[src/pbops_pkg.sv]
/*
 * constants, opcodes and state encodings for the page-buffer command block.
 * assumes one 25 MHz core clock; the serial link clock is sampled as data.
 */
package pbops_pkg;
    localparam logic [7:0] OP_LOAD_B1 = 8'h53;
    localparam logic [7:0] OP_LOAD_B2 = 8'h55;
    localparam logic [7:0] OP_COMP_B1 = 8'h60;
    localparam logic [7:0] OP_COMP_B2 = 8'h61;
    localparam logic [7:0] OP_REWR_B1 = 8'h58;
    localparam logic [7:0] OP_REWR_B2 = 8'h59;
    localparam logic [7:0] OP_STATUS = 8'hd7;
    // density code value is arbitrary
    localparam logic [3:0] DENSITY_CODE = 4'h5;
    localparam int STS_RDY_BIT = 7;
    localparam int STS1_COMP_BIT = 6;
    localparam int STS2_FAULT_BIT = 5;
    localparam int PAGE_W = 12;
    localparam int PG264_LSB = 9;
    localparam int PG256_LSB = 8;
    localparam logic [1:0] ADDR_BYTES = 2'h3;
    localparam logic [2:0] LAST_BIT = 3'h7;
    localparam logic [8:0] STAGE_IDX_RST = 9'h000;
    // request kinds toward the array
    localparam logic [1:0] ARR_FETCH = 2'h0;
    localparam logic [1:0] ARR_COMPARE = 2'h1;
    localparam logic [1:0] ARR_PROGRAM = 2'h2;
    localparam logic [1:0] ARR_FETCH_MERGE = 2'h3;

    typedef enum logic [1:0] {
        PBOPS_OP_LOAD = 2'h0,
        PBOPS_OP_COMP = 2'h1,
        PBOPS_OP_REWR = 2'h3,
        PBOPS_OP_RMW = 2'h2
    } pbops_op_t;

    typedef enum logic [2:0] {
        SPI_IDLE = 3'h0,
        SPI_OPC = 3'h1,
        SPI_ADDR = 3'h3,
        SPI_DATA = 3'h2,
        SPI_STAT = 3'h6,
        SPI_SKIP = 3'h7
    } pbops_spi_t;

    typedef enum logic [1:0] {
        ENG_IDLE = 2'h0,
        ENG_FETCH = 2'h1,
        ENG_PROG = 2'h3
    } pbops_eng_t;
endpackage : pbops_pkg

[src/pbops_eng_if.sv]
/*
 * carrier between the serial command front end and the operation engine.
 * assumes both ends run on core_clk.
 */
`timescale 1ns/100ps
interface pbops_eng_if;
    import pbops_pkg::*;
    logic start;
    pbops_op_t op;
    logic buf2;
    logic [PAGE_W-1:0] page;
    logic busy;
    logic comp_miss;
    logic pe_fault;
    modport seq (output start, op, buf2, page, input busy, comp_miss, pe_fault);
    modport eng (input start, op, buf2, page, output busy, comp_miss, pe_fault);
endinterface : pbops_eng_if

[src/pbops_engine.sv]
/*
 * self-timed page operation engine: load, compare, rewrite, read-modify-write.
 * assumes the array answers each request with one done pulse on core_clk.
 */
`timescale 1ns/100ps
module pbops_engine
    import pbops_pkg::*;
(
    input wire logic core_clk, // core clock
    input wire logic rst, // sync reset, high
    pbops_eng_if.eng ctl, // commands from front end
    output logic arr_req, // array request pulse
    output logic [1:0] arr_kind, // array request kind
    output logic arr_buf2, // buffer two selected
    output logic [PAGE_W-1:0] arr_page, // page index
    input wire logic arr_done, // array operation done
    input wire logic arr_mismatch, // compare found a difference
    input wire logic arr_fault, // program failed
    input wire logic arr_abort // operation aborted
);
    typedef struct packed {
        pbops_eng_t st;
        pbops_op_t op;
        logic req;
        logic [1:0] kind;
        logic buf2;
        logic [PAGE_W-1:0] page;
        logic comp;
        logic fault;
    } pbops_eng_state_t;

    pbops_eng_state_t q, d;

    always_comb begin
        d = q;
        d.req = 1'b0;
        unique case (q.st)
            ENG_IDLE: begin
                if (ctl.start) begin
                    d.op = ctl.op;
                    d.buf2 = ctl.buf2;
                    d.page = ctl.page;
                    d.req = 1'b1;
                    d.st = ENG_FETCH;
                    unique case (ctl.op)
                        PBOPS_OP_COMP: d.kind = ARR_COMPARE;
                        PBOPS_OP_RMW: d.kind = ARR_FETCH_MERGE;
                        default: d.kind = ARR_FETCH;
                    endcase
                end
            end
            ENG_FETCH: begin
                if (arr_done) begin
                    d.st = ENG_IDLE;
                    if (q.op == PBOPS_OP_COMP && !arr_abort) begin
                        d.comp = arr_mismatch;
                    end
                    if ((q.op == PBOPS_OP_REWR || q.op == PBOPS_OP_RMW) && !arr_abort) begin
                        d.st = ENG_PROG;
                        d.kind = ARR_PROGRAM;
                        d.req = 1'b1;
                    end
                end
            end
            ENG_PROG: begin
                if (arr_done) begin
                    d.st = ENG_IDLE;
                    d.fault = arr_fault & ~arr_abort;
                end
            end
            default: d.st = ENG_IDLE;
        endcase
    end

    always_ff @(posedge core_clk) begin
        if (rst) begin
            q <= '{st: ENG_IDLE, op: PBOPS_OP_LOAD, kind: ARR_FETCH, page: '0, default: 1'b0};
        end else begin
            q <= d;
        end
    end

    assign ctl.busy = (q.st != ENG_IDLE);
    assign ctl.comp_miss = q.comp;
    assign ctl.pe_fault = q.fault;
    assign arr_req = q.req;
    assign arr_kind = q.kind;
    assign arr_buf2 = q.buf2;
    assign arr_page = q.page;
endmodule : pbops_engine

[src/pbops_top.sv]
/*
 * serial command front end: decodes page load, compare, rewrite and status read.
 * assumes mode 0 link; pins are asynchronous and pass two flip-flops.
 */
`timescale 1ns/100ps
// Function
// opcodes 53h/55h load page into buffer
// 264-byte pages: 3 dummy, 12 page, 9 dummy
// 256-byte pages: 4 dummy, 12 page, 8 dummy
// operation starts only on chip select rise
// busy flag shown throughout page load
// opcodes 60h/61h compare page against buffer
// compare runs on chip select rise, busy
// compare result into byte one bit 6
// opcodes 58h/59h rewrite page in place
// rewrite fetches then programs, staying busy
// data after address turns rewrite into merge
// host refreshes sector pages every 50,000 cycles
// opcode D7h streams status on SO
// status readable at any time, even busy
// two status bytes repeat, sampled afresh
// bit 7 of both bytes is ready
// chip select release floats SO immediately
// byte one bits 5:2 hold density code
// byte one bit 1 shows protection enabled
// byte one bit 0 shows 256-byte pages
// byte two bit 5 flags program fault
// byte two bits 6,4,3 read zero
// fault updated per operation, clear on abort
// host waits for ready before next command
module pbops_top
    import pbops_pkg::*;
(
    input wire logic core_clk, // core clock, 25 MHz
    input wire logic rst, // sync reset, high
    input wire logic cs_n_pin, // chip select pin, low active
    input wire logic sck_pin, // serial clock pin
    input wire logic si_pin, // serial data in pin
    output logic so_o, // serial data out
    output logic so_oe, // serial data out enable
    input wire logic sector_protect_en, // protection enabled
    input wire logic page_cfg_256, // 256-byte page configuration
    output logic stage_wr, // merge byte strobe
    output logic [8:0] stage_idx, // merge byte position
    output logic [7:0] stage_byte, // merge byte value
    output logic arr_req, // array request pulse
    output logic [1:0] arr_kind, // array request kind
    output logic arr_buf2, // buffer two selected
    output logic [PAGE_W-1:0] arr_page, // page index
    input wire logic arr_done, // array done pulse
    input wire logic arr_mismatch, // compare difference
    input wire logic arr_fault, // program failed
    input wire logic arr_abort // operation aborted
);
    typedef struct packed {
        logic cs_s1;
        logic cs_s2;
        logic sck_s1;
        logic sck_s2;
        logic sck_prev;
        logic si_s1;
        logic si_s2;
        pbops_spi_t st;
        logic [2:0] bits;
        logic [1:0] bytes;
        logic [7:0] shreg;
        logic [7:0] opcode;
        logic [23:0] addr;
        logic had_data;
        logic so;
        logic sts_sel;
        logic [7:0] sts_byte;
        logic stg_wr;
        logic [8:0] stg_idx;
        logic [7:0] stg_byte;
        logic start;
        pbops_op_t op;
        logic buf2;
        logic [PAGE_W-1:0] page;
    } pbops_fe_state_t;

    pbops_fe_state_t q, d;
    pbops_eng_if eng_bus ();

    function automatic logic is_page_cmd(input logic [7:0] opc);
        is_page_cmd = (opc == OP_LOAD_B1) || (opc == OP_LOAD_B2) || (opc == OP_COMP_B1)
                   || (opc == OP_COMP_B2) || (opc == OP_REWR_B1) || (opc == OP_REWR_B2);
    endfunction : is_page_cmd

    function automatic logic is_rewrite(input logic [7:0] opc);
        is_rewrite = (opc == OP_REWR_B1) || (opc == OP_REWR_B2);
    endfunction : is_rewrite

    logic sck_rise;
    logic sck_fall;
    logic ready;
    logic [7:0] sts1;
    logic [7:0] sts2;
    logic [7:0] shifted;

    assign sck_rise = q.sck_s2 & ~q.sck_prev;
    assign sck_fall = ~q.sck_s2 & q.sck_prev;
    // start cycle counts as busy, engine flags it one edge later
    assign ready = ~(eng_bus.busy | q.start);
    assign sts1 = {ready, eng_bus.comp_miss, DENSITY_CODE, sector_protect_en, page_cfg_256};
    assign sts2 = {ready, 1'b0, eng_bus.pe_fault, 5'h00};
    assign shifted = {q.shreg[6:0], q.si_s2};

    always_comb begin
        d = q;
        d.cs_s1 = cs_n_pin;
        d.cs_s2 = q.cs_s1;
        d.sck_s1 = sck_pin;
        d.sck_s2 = q.sck_s1;
        d.sck_prev = q.sck_s2;
        d.si_s1 = si_pin;
        d.si_s2 = q.si_s1;
        d.start = 1'b0;
        d.stg_wr = 1'b0;
        if (q.cs_s2) begin
            // whole address and whole bytes only, else the command is dropped
            if (q.st == SPI_DATA && q.bits == 3'h0 && !eng_bus.busy) begin
                d.start = 1'b1;
                d.buf2 = (q.opcode == OP_LOAD_B2) | (q.opcode == OP_COMP_B2) | (q.opcode == OP_REWR_B2);
                d.page = page_cfg_256 ? q.addr[PG256_LSB +: PAGE_W] : q.addr[PG264_LSB +: PAGE_W];
                if (q.opcode == OP_COMP_B1 || q.opcode == OP_COMP_B2) begin
                    d.op = PBOPS_OP_COMP;
                end else if (is_rewrite(q.opcode)) begin
                    d.op = q.had_data ? PBOPS_OP_RMW : PBOPS_OP_REWR;
                end else begin
                    d.op = PBOPS_OP_LOAD;
                end
            end
            d.st = SPI_IDLE;
            d.bits = 3'h0;
            d.bytes = 2'h0;
            d.had_data = 1'b0;
            d.stg_idx = STAGE_IDX_RST;
        end else begin
            unique case (q.st)
                SPI_IDLE: d.st = SPI_OPC;
                SPI_OPC: begin
                    if (sck_rise) begin
                        d.shreg = shifted;
                        d.bits = q.bits + 3'h1;
                        if (q.bits == LAST_BIT) begin
                            d.opcode = shifted;
                            d.sts_sel = 1'b0;
                            if (shifted == OP_STATUS) begin
                                d.st = SPI_STAT;
                            end else if (is_page_cmd(shifted) && !eng_bus.busy) begin
                                d.st = SPI_ADDR;
                            end else begin
                                d.st = SPI_SKIP;
                            end
                        end
                    end
                end
                SPI_ADDR: begin
                    if (sck_rise) begin
                        d.addr = {q.addr[22:0], q.si_s2};
                        d.bits = q.bits + 3'h1;
                        if (q.bits == LAST_BIT) begin
                            d.bytes = q.bytes + 2'h1;
                            if (q.bytes + 2'h1 == ADDR_BYTES) begin
                                d.st = SPI_DATA;
                            end
                        end
                    end
                end
                SPI_DATA: begin
                    if (sck_rise) begin
                        d.shreg = shifted;
                        d.bits = q.bits + 3'h1;
                        if (q.bits == LAST_BIT && is_rewrite(q.opcode)) begin
                            d.stg_wr = 1'b1;
                            d.stg_byte = shifted;
                            d.stg_idx = q.stg_idx + 9'h001;
                            d.had_data = 1'b1;
                        end
                    end
                end
                SPI_STAT: begin
                    if (sck_fall) begin
                        d.bits = q.bits + 3'h1;
                        if (q.bits == 3'h0) begin
                            // sample each byte afresh so a poll sees ready change
                            d.so = q.sts_sel ? sts2[STS_RDY_BIT] : sts1[STS_RDY_BIT];
                            d.sts_byte = q.sts_sel ? {sts2[6:0], 1'b0} : {sts1[6:0], 1'b0};
                        end else begin
                            d.so = q.sts_byte[7];
                            d.sts_byte = {q.sts_byte[6:0], 1'b0};
                        end
                        if (q.bits == LAST_BIT) begin
                            d.sts_sel = ~q.sts_sel;
                        end
                    end
                end
                SPI_SKIP: d.st = SPI_SKIP;
                default: d.st = SPI_IDLE;
            endcase
        end
    end

    always_ff @(posedge core_clk) begin
        if (rst) begin
            q <= '{cs_s1: 1'b1, cs_s2: 1'b1, st: SPI_IDLE, bits: 3'h0, bytes: 2'h0, shreg: 8'h00,
                   opcode: 8'h00, addr: 24'h000000, sts_byte: 8'h00, stg_idx: STAGE_IDX_RST,
                   stg_byte: 8'h00, op: PBOPS_OP_LOAD, page: '0, default: 1'b0};
        end else begin
            q <= d;
        end
    end

    assign eng_bus.start = q.start;
    assign eng_bus.op = q.op;
    assign eng_bus.buf2 = q.buf2;
    assign eng_bus.page = q.page;
    assign so_o = q.so;
    assign so_oe = (q.st == SPI_STAT);
    assign stage_wr = q.stg_wr;
    assign stage_idx = q.stg_idx;
    assign stage_byte = q.stg_byte;

    pbops_engine u_engine (
        .core_clk(core_clk),
        .rst(rst),
        .ctl(eng_bus.eng),
        .arr_req(arr_req),
        .arr_kind(arr_kind),
        .arr_buf2(arr_buf2),
        .arr_page(arr_page),
        .arr_done(arr_done),
        .arr_mismatch(arr_mismatch),
        .arr_fault(arr_fault),
        .arr_abort(arr_abort)
    );
endmodule : pbops_top

[config.mk]
export PLATFORM = sky130hd
export DESIGN_NAME = pbops_top
export DESIGN_NICKNAME = d
export VERILOG_FILES = /design/src/pbops_pkg.sv /design/src/pbops_eng_if.sv /design/src/pbops_engine.sv /design/src/pbops_top.sv
export SDC_FILE = /design/constraint.sdc
export NUM_CORES = 1
export LEC_CHECK = 0
export ABC_AREA = 1
export BUFFER_PORTS_ARGS = -buffer_cell sky130_fd_sc_hd__buf_2
export CAP_MARGIN = 20
export CELL_PAD_IN_SITES_DETAIL_PLACEMENT = 0
export CELL_PAD_IN_SITES_GLOBAL_PLACEMENT = 1
export CORE_MARGIN = 3
export CORE_UTILIZATION = 25
export DETAILED_ROUTE_END_ITERATION = 10
export PLACE_DENSITY_LB_ADDON = 0.12
export SLEW_MARGIN = 0
export SYNTH_ARGS = -nofsm -noshare
export SYNTH_HDL_FRONTEND = slang
export SYNTH_SLANG_ARGS = --single-unit
export TNS_END_PERCENT = 30
[constraint.sdc]
create_clock -name core_clk -period 2.1 [get_ports core_clk]
set_input_delay 0.105 -clock core_clk [delete_from_list [all_inputs] [get_ports core_clk]]
set_output_delay 0.105 -clock core_clk [all_outputs]
set_load 0.02 [all_outputs]
==> metrics.md, run 1 <==
| Metric | Value |
|---|---|
| Crit path to | stage_byte[3] |
| Residual overflow from global routing | 0 |
| Final hold violation count | 0 |
| Pre-antenna DRT Iters | 4 |
| Yosys warnings | 0 |
| Setup Total Neg Slack | 0 ps |
| Clock tree from TritonCTS | yes |
| Total setup violations reported at the end of the flow | 0 |
| Via count of the first global-routing pass | 4087 |
| Share of the cycle needed by the critical path after routing | 86.5% |
| Final clock skew | 7.23 ps |
| GRT Util Overall | about an eighth |
| Cell area power density | slightly below 900 nW/µm² |
| Number of cell rows | 51 |
| Most common cell after layout, fill and taps aside | dfxtp_1 |
| Class of the most critical setup path | reg2reg |
| CP arrival | 2160 ps |
| Total of max-cap violations | 0 |
| Fmax | 550 MHz |
| Minimum setup slack among reg-to-reg paths | 280 ps |
| Crit path capture type | flop |
| Number of diodes added for antenna fixing | 0 |
| Overall die height | 148 µm |
| Slew at the pin closest to its max-slew limit | 567 ps |
| Final critical path time including I/O delays and setup | 1820 ps |
| Netlist area before placement | about 5000 µm² |
| Commonest cells after routing, fill and taps aside | 117 x dfxtp_1, 96 x nor2_1, 92 x o21ai_0, 76 x nand2_1, 70 x inv_1 |
| Relative area change from synthesis to final layout | 19.7% |
| Post-detailed-placement cell area | 5400 µm² |
| Startpoint class of the critical path | flop |
| Post-Route WL | 12700 µm |
| Worst setup path startpoint | q[87] |
| DRC violations left | 0 |
| Gate count after technology mapping | 669 |
| Origin of the critical flop-to-flop path | q[87] |
| Clock slew at the register clock pins of the worst setup and hold paths | 60 ps |
| Fin nets | just over 700 |
| Detailed-route wire length per cell | about 13 µm |
| Global-route wire length before repair | 21500 µm |
| Initial cell density of the core | between 20 and 30% |
| Max-slew headroom | between 60% and 70% |
| Syn Nets | 686 |
| Share of layout cells above drive strength 1 | 15.9% |
| Number of buffers inserted during clock tree synthesis | 17 |
| Number of cells on the worst reg-to-reg path | 10 |
| Capture point of the worst reg-to-reg path | stage_byte[3] |
| Largest voltage drop on the vdd net | 0.528 mV |
| Buffers from clock root to sink, at most | 2 |
| Via count of the routed design | 4198 |
| Number of library cell types mapped by synthesis | 35 |
| Clock H-tree levels | 4 |
| Total count of max-transition violations in the final report | 0 |
| Starting DRT DRC Count | 149 |
| Initial antenna violation count | 0 |
| Number of port buffers | 46 |
| Worst Path Required | around 2400 ps |
| Core outline area | just under 20000 µm² |
| Fin cells | 974 |
| Register bit count reported by yosys | 117 |
| Run status | finished, final reports clean |
| RSZ-0062 raised after global routing | false |
| Number of top-level pins | 47 |
| Final cell utilization of the core | 30.8% |
| Synth Area per Inst | roughly 7.6 µm² |
| Post-detail-place hpwl | slightly below 9000 µm |
| Horiz. Die Dim | between 100 and 150 µm |
| CP Max Fanout | 8 |
| Hold/Removal Path Class | in2reg |
| Final estimated routing congestion in global placement | 0.792 |
| Clock Latency Late Sink | 410 ps |
| Placed Cells incl. Taps | 935 |
| Area of the die | 22000 µm² |
| Sequential share of the synthesized area | 46.2% |
| Final standard cell area without fillers | approximately 6100 µm² |
| Pin count of the biggest net entering global routing | 43 |
| Clock root buffer | clkbuf_16 |
| Clock net sink count | between 100 and 150 |
| Pleak | 2.48 nW |
| Count of nets left with antenna violations after detail routing | 0 |
| Number of vias per cell after detailed routing | 4.31 |
[through the flow]
stage / hold WS (ps) / worst slack, ps / power (W)
2_1_floorplan: 209 / 510 / 0.00235
3_3_place_gp: 289 / 250 / 0.00240
3_5_place_dp: 291 / 216 / 0.00240
4_1_cts: 3.57 / 208 / 0.00542
5_1_grt: 53.2 / 28.2 / 0.00554
6_report: 22.5 / 283 / 0.00531
[state kept, by name (all words and copies together) (netlist names), 2 cells and up]
register and cells:
stage_byte 8, u_engine.arr_page 12, eng_bus.op 2, q 56
u_engine.q 4, stage_idx 9, d 4, u_engine.arr_kind 2
eng_bus.page 12
[critical path, cell delays in order, from the launching register on]
cell and delay, ps:
dfxtp_1 370, ha_1 160, ha_1 240, inv_1 130, nor2_1 150, inv_1 100, nor2_1 120, nand2_2 110
nor2_4 210, nor2_1 60, nor2_1 100
[report_power, final]
group	internal, W	leakage (nW)	switching [W]
combinational	0.0000423	1.23	0.0000772
sequential	0.00223	0.943	0.00000839
clock	0.00195	0.299	0.00101
total	0.00422	2.48	0.00109
[what timing repair did]
action | in CTS | in global routing
hold endpoints to repair | 6 | 0
hold buffers | 7 | 0
endpoints found under the setup margin | 0 | 8
setup buffers | 0 | 0
resized for setup | 0 | 2
[cells in the mapped netlist (all sizes together)]
cell type | number | share of area, %
buf | 40 | 5.6
xor2 | 4 | 0.69
nor3 | 7 | 0.91
a211oi | 5 | 0.74
nand3 | 20 | 2.2
a22oi | 2 | 0.30
nor2 | 103 | 8.5
o21ai | 99 | 9.8
inv | 77 | 5.7
nand4 | 7 | 1.2
dfxtp | 117 | 46
or2 | 3 | 0.37
nor4 | 1 | 0.12
xnor2 | 3 | 0.52
ha | 6 | 1.5
clkbuf | 15 | 1.1
a31oi | 6 | 0.74
a21oi | 66 | 6.5
nand3b | 4 | 0.84
o31ai | 1 | 0.15
and2 | 1 | 0.12
o211ai | 1 | 0.15
nand2 | 81 | 6.2
[kinds of logic (layout without fill, tap and decap cells)]
| family | count (synthesis) | count (layout) | share of synthesized area (%) |
|---|---|---|---|
| simple gates | 227 | 227 | 20.4 |
| xor+xnor | 7 | 7 | 1.21 |
| buf+inv | 132 | 172 | 12.4 |
| compound gates | 180 | 180 | 18.3 |
| flops | 117 | 117 | 46.2 |
| fa+ha+maj | 6 | 6 | 1.48 |
[routing by layer]
layer	up-vias	GRT usage, %	part of all wire (%)
li1	2207	-	-
met4	0	4.85	1.8
met1	1912	17.8	54
met2	65	17.4	42
met5	-	0	0
met3	14	3.11	3.0
[how the worst min path moves through the flow]
stage / from / end / slack, ps / depth (start not counted)
floorplan: cs_n_pin / d[98] / 210 / 1
global route: arr_abort / u_engine.ctl.comp_miss / 50 / 4
CTS: arr_abort / u_engine.ctl.comp_miss / 4 / 4
global placement: cs_n_pin / d[98] / 290 / 2
detailed placement: cs_n_pin / d[98] / 290 / 2
finish: arr_abort / u_engine.ctl.comp_miss / 20 / 4
[final cells by class]
type | instances | area [µm²]
clock inverter | 10 | 128
multi-input combinational | 420 | 2110
clock buffer | 22 | 474
tap | 265 | 332
inverter | 77 | 289
timing repair buffer | 63 | 400
sequential | 117 | 2340
fill | 2135 | 13600
Power figures use the tool's default switching activity.
==> run 2: changes to the inputs <==
ABC_AREA = default   (was 1)
BUFFER_PORTS_ARGS = -buffer_cell sky130_fd_sc_hd__clkbuf_2   (was -buffer_cell sky130_fd_sc_hd__buf_2)
clock period = 2 ns   (was 2.1 ns; I/O delays follow)
==> metrics.md, run 2 <==
| Metric | Value |
|---|---|
| Run status | finished, final reports clean |
| Minimum setup slack among reg-to-reg paths | 110 ps |
| DRC violations left | 0 |
| Syn Nets | 614 |
| Share of layout cells above drive strength 1 | 17.4% |
| Cell area power density | 940 nW/µm² |
| Setup Total Neg Slack | 0 ps |
| Pin count of the biggest net entering global routing | 46 |
| Portion of total power attributed to combinational logic | 1.7% |
| GRT Util Overall | 11.0% |
| Number of diodes added for antenna fixing | 0 |
| Startpoint class of the critical path | flop |
| Clock tree from TritonCTS | yes |
| Number of synthesized flops with an enable pin | 0 |
| Number of vias per cell after detailed routing | 4.28 |
| Clock slew at the register clock pins of the worst setup and hold paths | ~50 ps |
| Sequential share of the synthesized area | 47.0% |
| Core outline area | 19100 µm² |
| Net load switching power | around 0.0011 W |
| Starting DRT DRC Count | 171 |
| Number of cell rows | 50 |
| Area of the die | 21600 µm² |
| RSZ-0062 raised after global routing | true |
| Number of buffers inserted by post-CTS setup repair | 0 |
| Clk pwr share | 56.7% |
| Class of the most critical setup path | reg2reg |
| Internal portion of total power | between 0.004 and 0.005 W |
| Fraction of post-synthesis cell area in the top cell type by area | 47.0% |
| Number of flip-flops in the largest register | between 50 and 60 |
| CP arrival | 2190 ps |
| Number of port buffers | 46 |
| Most instantiated cells after synthesis | 117 x dfxtp_1, 111 x nand2_1, 78 x a21oi_1 |
| Critical path's slowest cell | and4bb_2 |
| Via count of the routed design | ~3800 |
| Register bit count reported by yosys | between 100 and 150 |
| Most common cell in the netlist | dfxtp_1 |
| Most common cell after layout, fill and taps aside | dfxtp_1 |
| Max-slew headroom | 58.9% |
| Total setup violations reported at the end of the flow | 0 |
| Synth Flop Type | dfxtp_1 |
| Proportion of synthesized flip-flops having asynchronous set or reset | 0% |
| Pre-antenna DRT Iters | 4 |
| Synth Area per Inst | about 8.3 µm² |
| Largest voltage drop on the vdd net | 0.530 mV |
| Switching share of total power | between 10% and 20% |
| Fmax | 529 MHz |
| Total count of max-transition violations in the final report | 0 |
| Horiz. Die Dim | 147 µm |
| Number of top-level pins | 47 |
| Residual overflow from global routing | 0 |
| Final clock skew | between 10 and 15 ps |
| Crit path capture type | flop |
| Fin nets | 637 |
| Global-route wire length before repair | 19100 µm |
| Clock root buffer | clkbuf_16 |
| Commonest cells after routing, fill and taps aside | 117 x dfxtp_1, 111 x nand2_1, 78 x a21oi_1, 68 x nor2_1, 45 x clkbuf_2 |
| Slowest cell delay on critical path | 370 ps |
| Largest cells by area after synthesis | dfxtp_1 47%, nand2_1 8.4%, a21oi_1 7.8%, mux2i_1 5.2%, nor2_1 5.1% |
| Overall die height | 147 µm |
| Slew at the pin closest to its max-slew limit | 612 ps |
| Clock Latency Late Sink | 410 ps |
| Netlist area before placement | 4980 µm² |
| Yosys warnings | 0 |
| Clock net sink count | ~120 |
| Relative area change from synthesis to final layout | 20.5% |
| Final hold violation count | 0 |
| Count of nets left with antenna violations after detail routing | 0 |
| Clock H-tree levels | 4 |
| Total of max-cap violations | 0 |
| Buffers from clock root to sink, at most | 2 |
| Final critical path time including I/O delays and setup | 1890 ps |
| Chain of cells forming the critical path | ha_1 > ha_1 > nand3b_1 > and4bb_2 > buf_4 > nand4_1 > xor2_1 > nor2_1 |
| Share of total power in sequential cells | a little over two fifths |
| Pleak | 2.20 nW |
| Number of library cell types mapped by synthesis | 49 |
| Setup slack at placement | 71.0 ps |
| Detailed-route wire length per cell | 12.7 µm |
| Count of filler cells inserted in the layout | just over 2000 |
| Crit-path most repeated cell | ha_1 |
| Post-detail-place hpwl | 7880 µm |
| Post-Route WL | 11300 µm |
| Top reg by flops | q |
| Number of buffers inserted during clock tree synthesis | 17 |
| Via count of the first global-routing pass | 3738 |
| Hold/Removal Path Class | in2reg |
| Worst Path Required | 2300 ps |
| Share of the cycle needed by the critical path after routing | 94.5% |
| Biggest area consumer among synthesized cells | dfxtp_1 |
| CP Max Fanout | 10 |
| Gate count after technology mapping | 597 |
| Final estimated routing congestion in global placement | 0.775 |
| Initial cell density of the core | 26.0% |
| Initial antenna violation count | 0 |
| Min setup slack post-route | roughly 110 ps |
## run 2: cell types whose count changed in the layout (fill, tap and decap cells not counted), sizes merged, moves of 26 or more
cell and delta:
clkbuf +45, nor2 -34, o21ai -90, nand2 +30, buf -34, mux2i +26, inv -67
## run 2: final cells by class
cell class	count	area [µm²]	area share [%]
clock buffers	22	474	7.91
multi-input cells	400	2200	36.7
well taps	260	325	5.42
clock inverters	9	150	2.50
repair buffers	73	463	7.72
inverters	11	41.3	0.689
flip-flops and latches	117	2340	39.1
## run 2: cells by family (layout without fill, tap and decap cells)
group | after synthesis | in the layout | share of synthesized area [%]
AND/OR/NAND/NOR | 253 | 253 | 23.4
XOR/XNOR | 11 | 11 | 1.94
AO/OA/AOI/OAI | 104 | 104 | 11.8
flip-flops | 117 | 117 | 47.0
adder cells (fa/ha/maj) | 6 | 6 | 1.51
buffers and inverters | 80 | 115 | 9.00
multiplexers | 26 | 26 | 5.23
## run 2: power by group through the flow
stage / clock network (W) / logic [W] / registers [W]
after detailed placement: 0 / 0.0000891 / 0.00239
after CTS: 0.00329 / 0.0000987 / 0.00234
final: 0.00320 / 0.0000958 / 0.00234
after floorplan: 0 / 0.0000569 / 0.00239
after global routing: 0.00340 / 0.000108 / 0.00234
after global placement: 0 / 0.0000898 / 0.00239
## run 2: repair_timing
action                                  in CTS  in global routing
endpoints found under the hold margin       14                  0
gates resized for setup                      0                  1
endpoints found under the setup margin       0                  9
hold buffers                                 6                  0
## run 2: worst max-delay path, delay by kind of cell (launching register included)
family / cells / cell delay (ps)
AND/OR/NAND/NOR: 4 / 730
buffers and inverters: 1 / 180
flip-flops: 1 / 360
adder cells (fa/ha/maj): 2 / 350
XOR/XNOR: 1 / 150
## run 2: path summary, 6_finish.rpt
kind	startpoint	to	cells past startpoint
setup / recovery	q[87]	stage_idx[4]	8
hold / removal	arr_abort	u_engine.ctl.pe_fault	3
setup reg to reg	q[87]	stage_idx[4]	8
hold reg to reg	d[98]	q[98]	1
## run 2: per-stage QoR
step	instance area, µm²	total power [W]	cells	util, %	hold WS [ps]
floorplan	4980	0.00245	597	-	204
global placement	5310	0.00248	855	27.7	293
detailed placement	5310	0.00248	855	27.7	291
CTS	6000	0.00574	892	31.3	16.7
global route	6000	0.00585	892	31.3	52.2
finish	6000	0.00564	892	31.3	35.6
## run 2: layer usage
layer | global-route usage [%] | part of all wire (%) | wire, µm | vias to the layer above
met2 | 16.4 | 44 | 4980 | 53
met5 | 0 | 0 | 0 | -
met3 | 3.82 | 3.4 | 381 | 4
met1 | 14.8 | 52 | 5870 | 1747
met4 | 3.77 | 0.75 | 85 | 0
li1 | - | - | - | 2010
==> run 3: changes to the inputs <==
==> constraint.sdc (replaced) <==
create_clock -name core_clk -period 2 [get_ports core_clk]
set_input_delay 0.2 -clock core_clk [delete_from_list [all_inputs] [get_ports core_clk]]
set_output_delay 0.2 -clock core_clk [all_outputs]
set_load 0.02 [all_outputs]
==> metrics.md, run 3 (synthesis results as in run 2) <==
| Metric | Value |
|---|---|
| Number of port buffers | 46 |
| Clock root buffer | clkbuf_16 |
| Top reg by flops | q |
| Pre-antenna DRT Iters | 4 |
| DRC violations left | 0 |
| Setup Total Neg Slack | 0 ps |
| Number of cells on the worst reg-to-reg path | 8 |
| Residual overflow from global routing | 0 |
| Share of layout cells above drive strength 1 | between 15 and 20% |
| Core outline area | 19100 µm² |
| Initial antenna violation count | 0 |
| Clock H-tree levels | 4 |
| Number of cell rows | 50 |
| Slew at the pin closest to its max-slew limit | 634 ps |
| Final cell utilization of the core | 31.0% |
| Relative area change from synthesis to final layout | 19.3% |
| Final critical path time including I/O delays and setup | 1890 ps |
| Initial cell density of the core | 26.0% |
| Fin cells | 889 |
| Overall die height | 147 µm |
| Total setup violations reported at the end of the flow | 0 |
| Final standard cell area without fillers | 5940 µm² |
| Via count of the first global-routing pass | 3753 |
| Fmax | approximately 530 MHz |
| GRT Util Overall | approximately 11% |
| Pleak | 2.18 nW |
| Final estimated routing congestion in global placement | 0.770 |
| Starting DRT DRC Count | 168 |
| Number of top-level pins | between 40 and 50 |
| Post-detail-place hpwl | 7830 µm |
| Horiz. Die Dim | 147 µm |
| CP arrival | 2180 ps |
| Via count of the routed design | ~3800 |
| Post-detailed-placement cell area | 5310 µm² |
| Share of the cycle needed by the critical path after routing | 94.3% |
| Run status | finished, final reports clean |
| Global-route wire length before repair | 19300 µm |
| Buffers from clock root to sink, at most | 2 |
| Total of max-cap violations | 0 |
| Number of vias per cell after detailed routing | approximately 4.3 |
| Crit path capture type | flop |
| Detailed-route wire length per cell | 12.8 µm |
| Number of diodes added for antenna fixing | 0 |
| CP Max Fanout | 10 |
| Startpoint class of the critical path | flop |
| Area of the die | 21600 µm² |
| Hold/Removal Path Class | in2reg |
| Post-Route WL | 11400 µm |
| Max-slew headroom | about 57% |
| Final clock skew | about 7.7 ps |
| Largest voltage drop on the vdd net | roughly 0.62 mV |
| Total count of max-transition violations in the final report | 0 |
| Number of cells on the worst hold path | 3 |
| Placed Cells incl. Taps | 855 |
| Final hold violation count | 0 |
| Clock net sink count | around 120 |
| Pin count of the biggest net entering global routing | 46 |
| Commonest cells after routing, fill and taps aside | 117 x dfxtp_1, 111 x nand2_1, 78 x a21oi_1, 68 x nor2_1, 45 x clkbuf_2 |
| Clock Latency Late Sink | between 400 and 500 ps |
| Count of nets left with antenna violations after detail routing | 0 |
| Worst Path Required | 2300 ps |
| Number of flip-flops in the largest register | 56 |
| Clock slew at the register clock pins of the worst setup and hold paths | roughly 50 ps |
| Fin nets | 634 |
| Class of the most critical setup path | reg2reg |
| Number of buffers inserted during clock tree synthesis | 17 |
| Most common cell after layout, fill and taps aside | dfxtp_1 |
| Clock tree from TritonCTS | yes |
| RSZ-0062 raised after global routing | true |
| Cell area power density | 926 nW/µm² |
-- run 3: layout make-up --
cell class	instances	area [µm²]
Clock buffer	22	464
Multi-Input combinational cell	400	2200
Timing Repair Buffer	70	437
Inverter	11	41.3
Sequential cell	117	2340
Tap cell	260	325
Clock inverter	9	128
Fill cell	2066	13200
-- run 3: path summary, 6_finish.rpt --
kind                startpoint  slack, ps                      to
hold / removal    arr_mismatch         30  u_engine.ctl.comp_miss
hold reg to reg          d[98]        410                   q[98]
setup / recovery         q[87]        110            stage_idx[4]
setup reg to reg         q[87]        110            stage_idx[4]
-- run 3: through the flow --
step	power [W]	hold WS, ps	setup slack, ps
2_1_floorplan	0.00245	304	82.0
3_3_place_gp	0.00248	395	119
3_5_place_dp	0.00248	396	75.0
4_1_cts	0.00559	17.3	68.1
5_1_grt	0.00569	74.7	2.32
6_report	0.00550	31.1	114
-- run 3: power breakdown --
group          switching [W]  internal, W  total [W]
Clock                0.00105      0.00201    0.00306
Sequential        0.00000327      0.00234    0.00234
Combinational      0.0000604    0.0000307  0.0000911
Total                0.00111      0.00438    0.00550
-- run 3: worst max-delay path, stage by stage (launching register included) --
cell and delay (ps):
dfxtp_1 360, ha_1 160, ha_1 190, nand3b_1 190, and4bb_2 400, buf_6 150, nand4_1 120, xor2_1 150
nor2_1 50
-- run 3: metal layers --
metal	GRT usage (%)	vias up	routed length (µm)	share of wire (%)
met3	3.24	15	431	3.8
li1	-	2011	-	-
met2	16.6	50	4940	43
met1	15.1	1760	5860	51
met5	0	-	0	0
met4	4.19	0	172	1.5
-- run 3: timing repair --
action                                 4_1_cts  5_1_grt
setup endpoints to repair                    0       10
buffers inserted                             0        0
endpoints found under the hold margin        3        0
hold buffers                                 3        0
resized for setup                            0        2
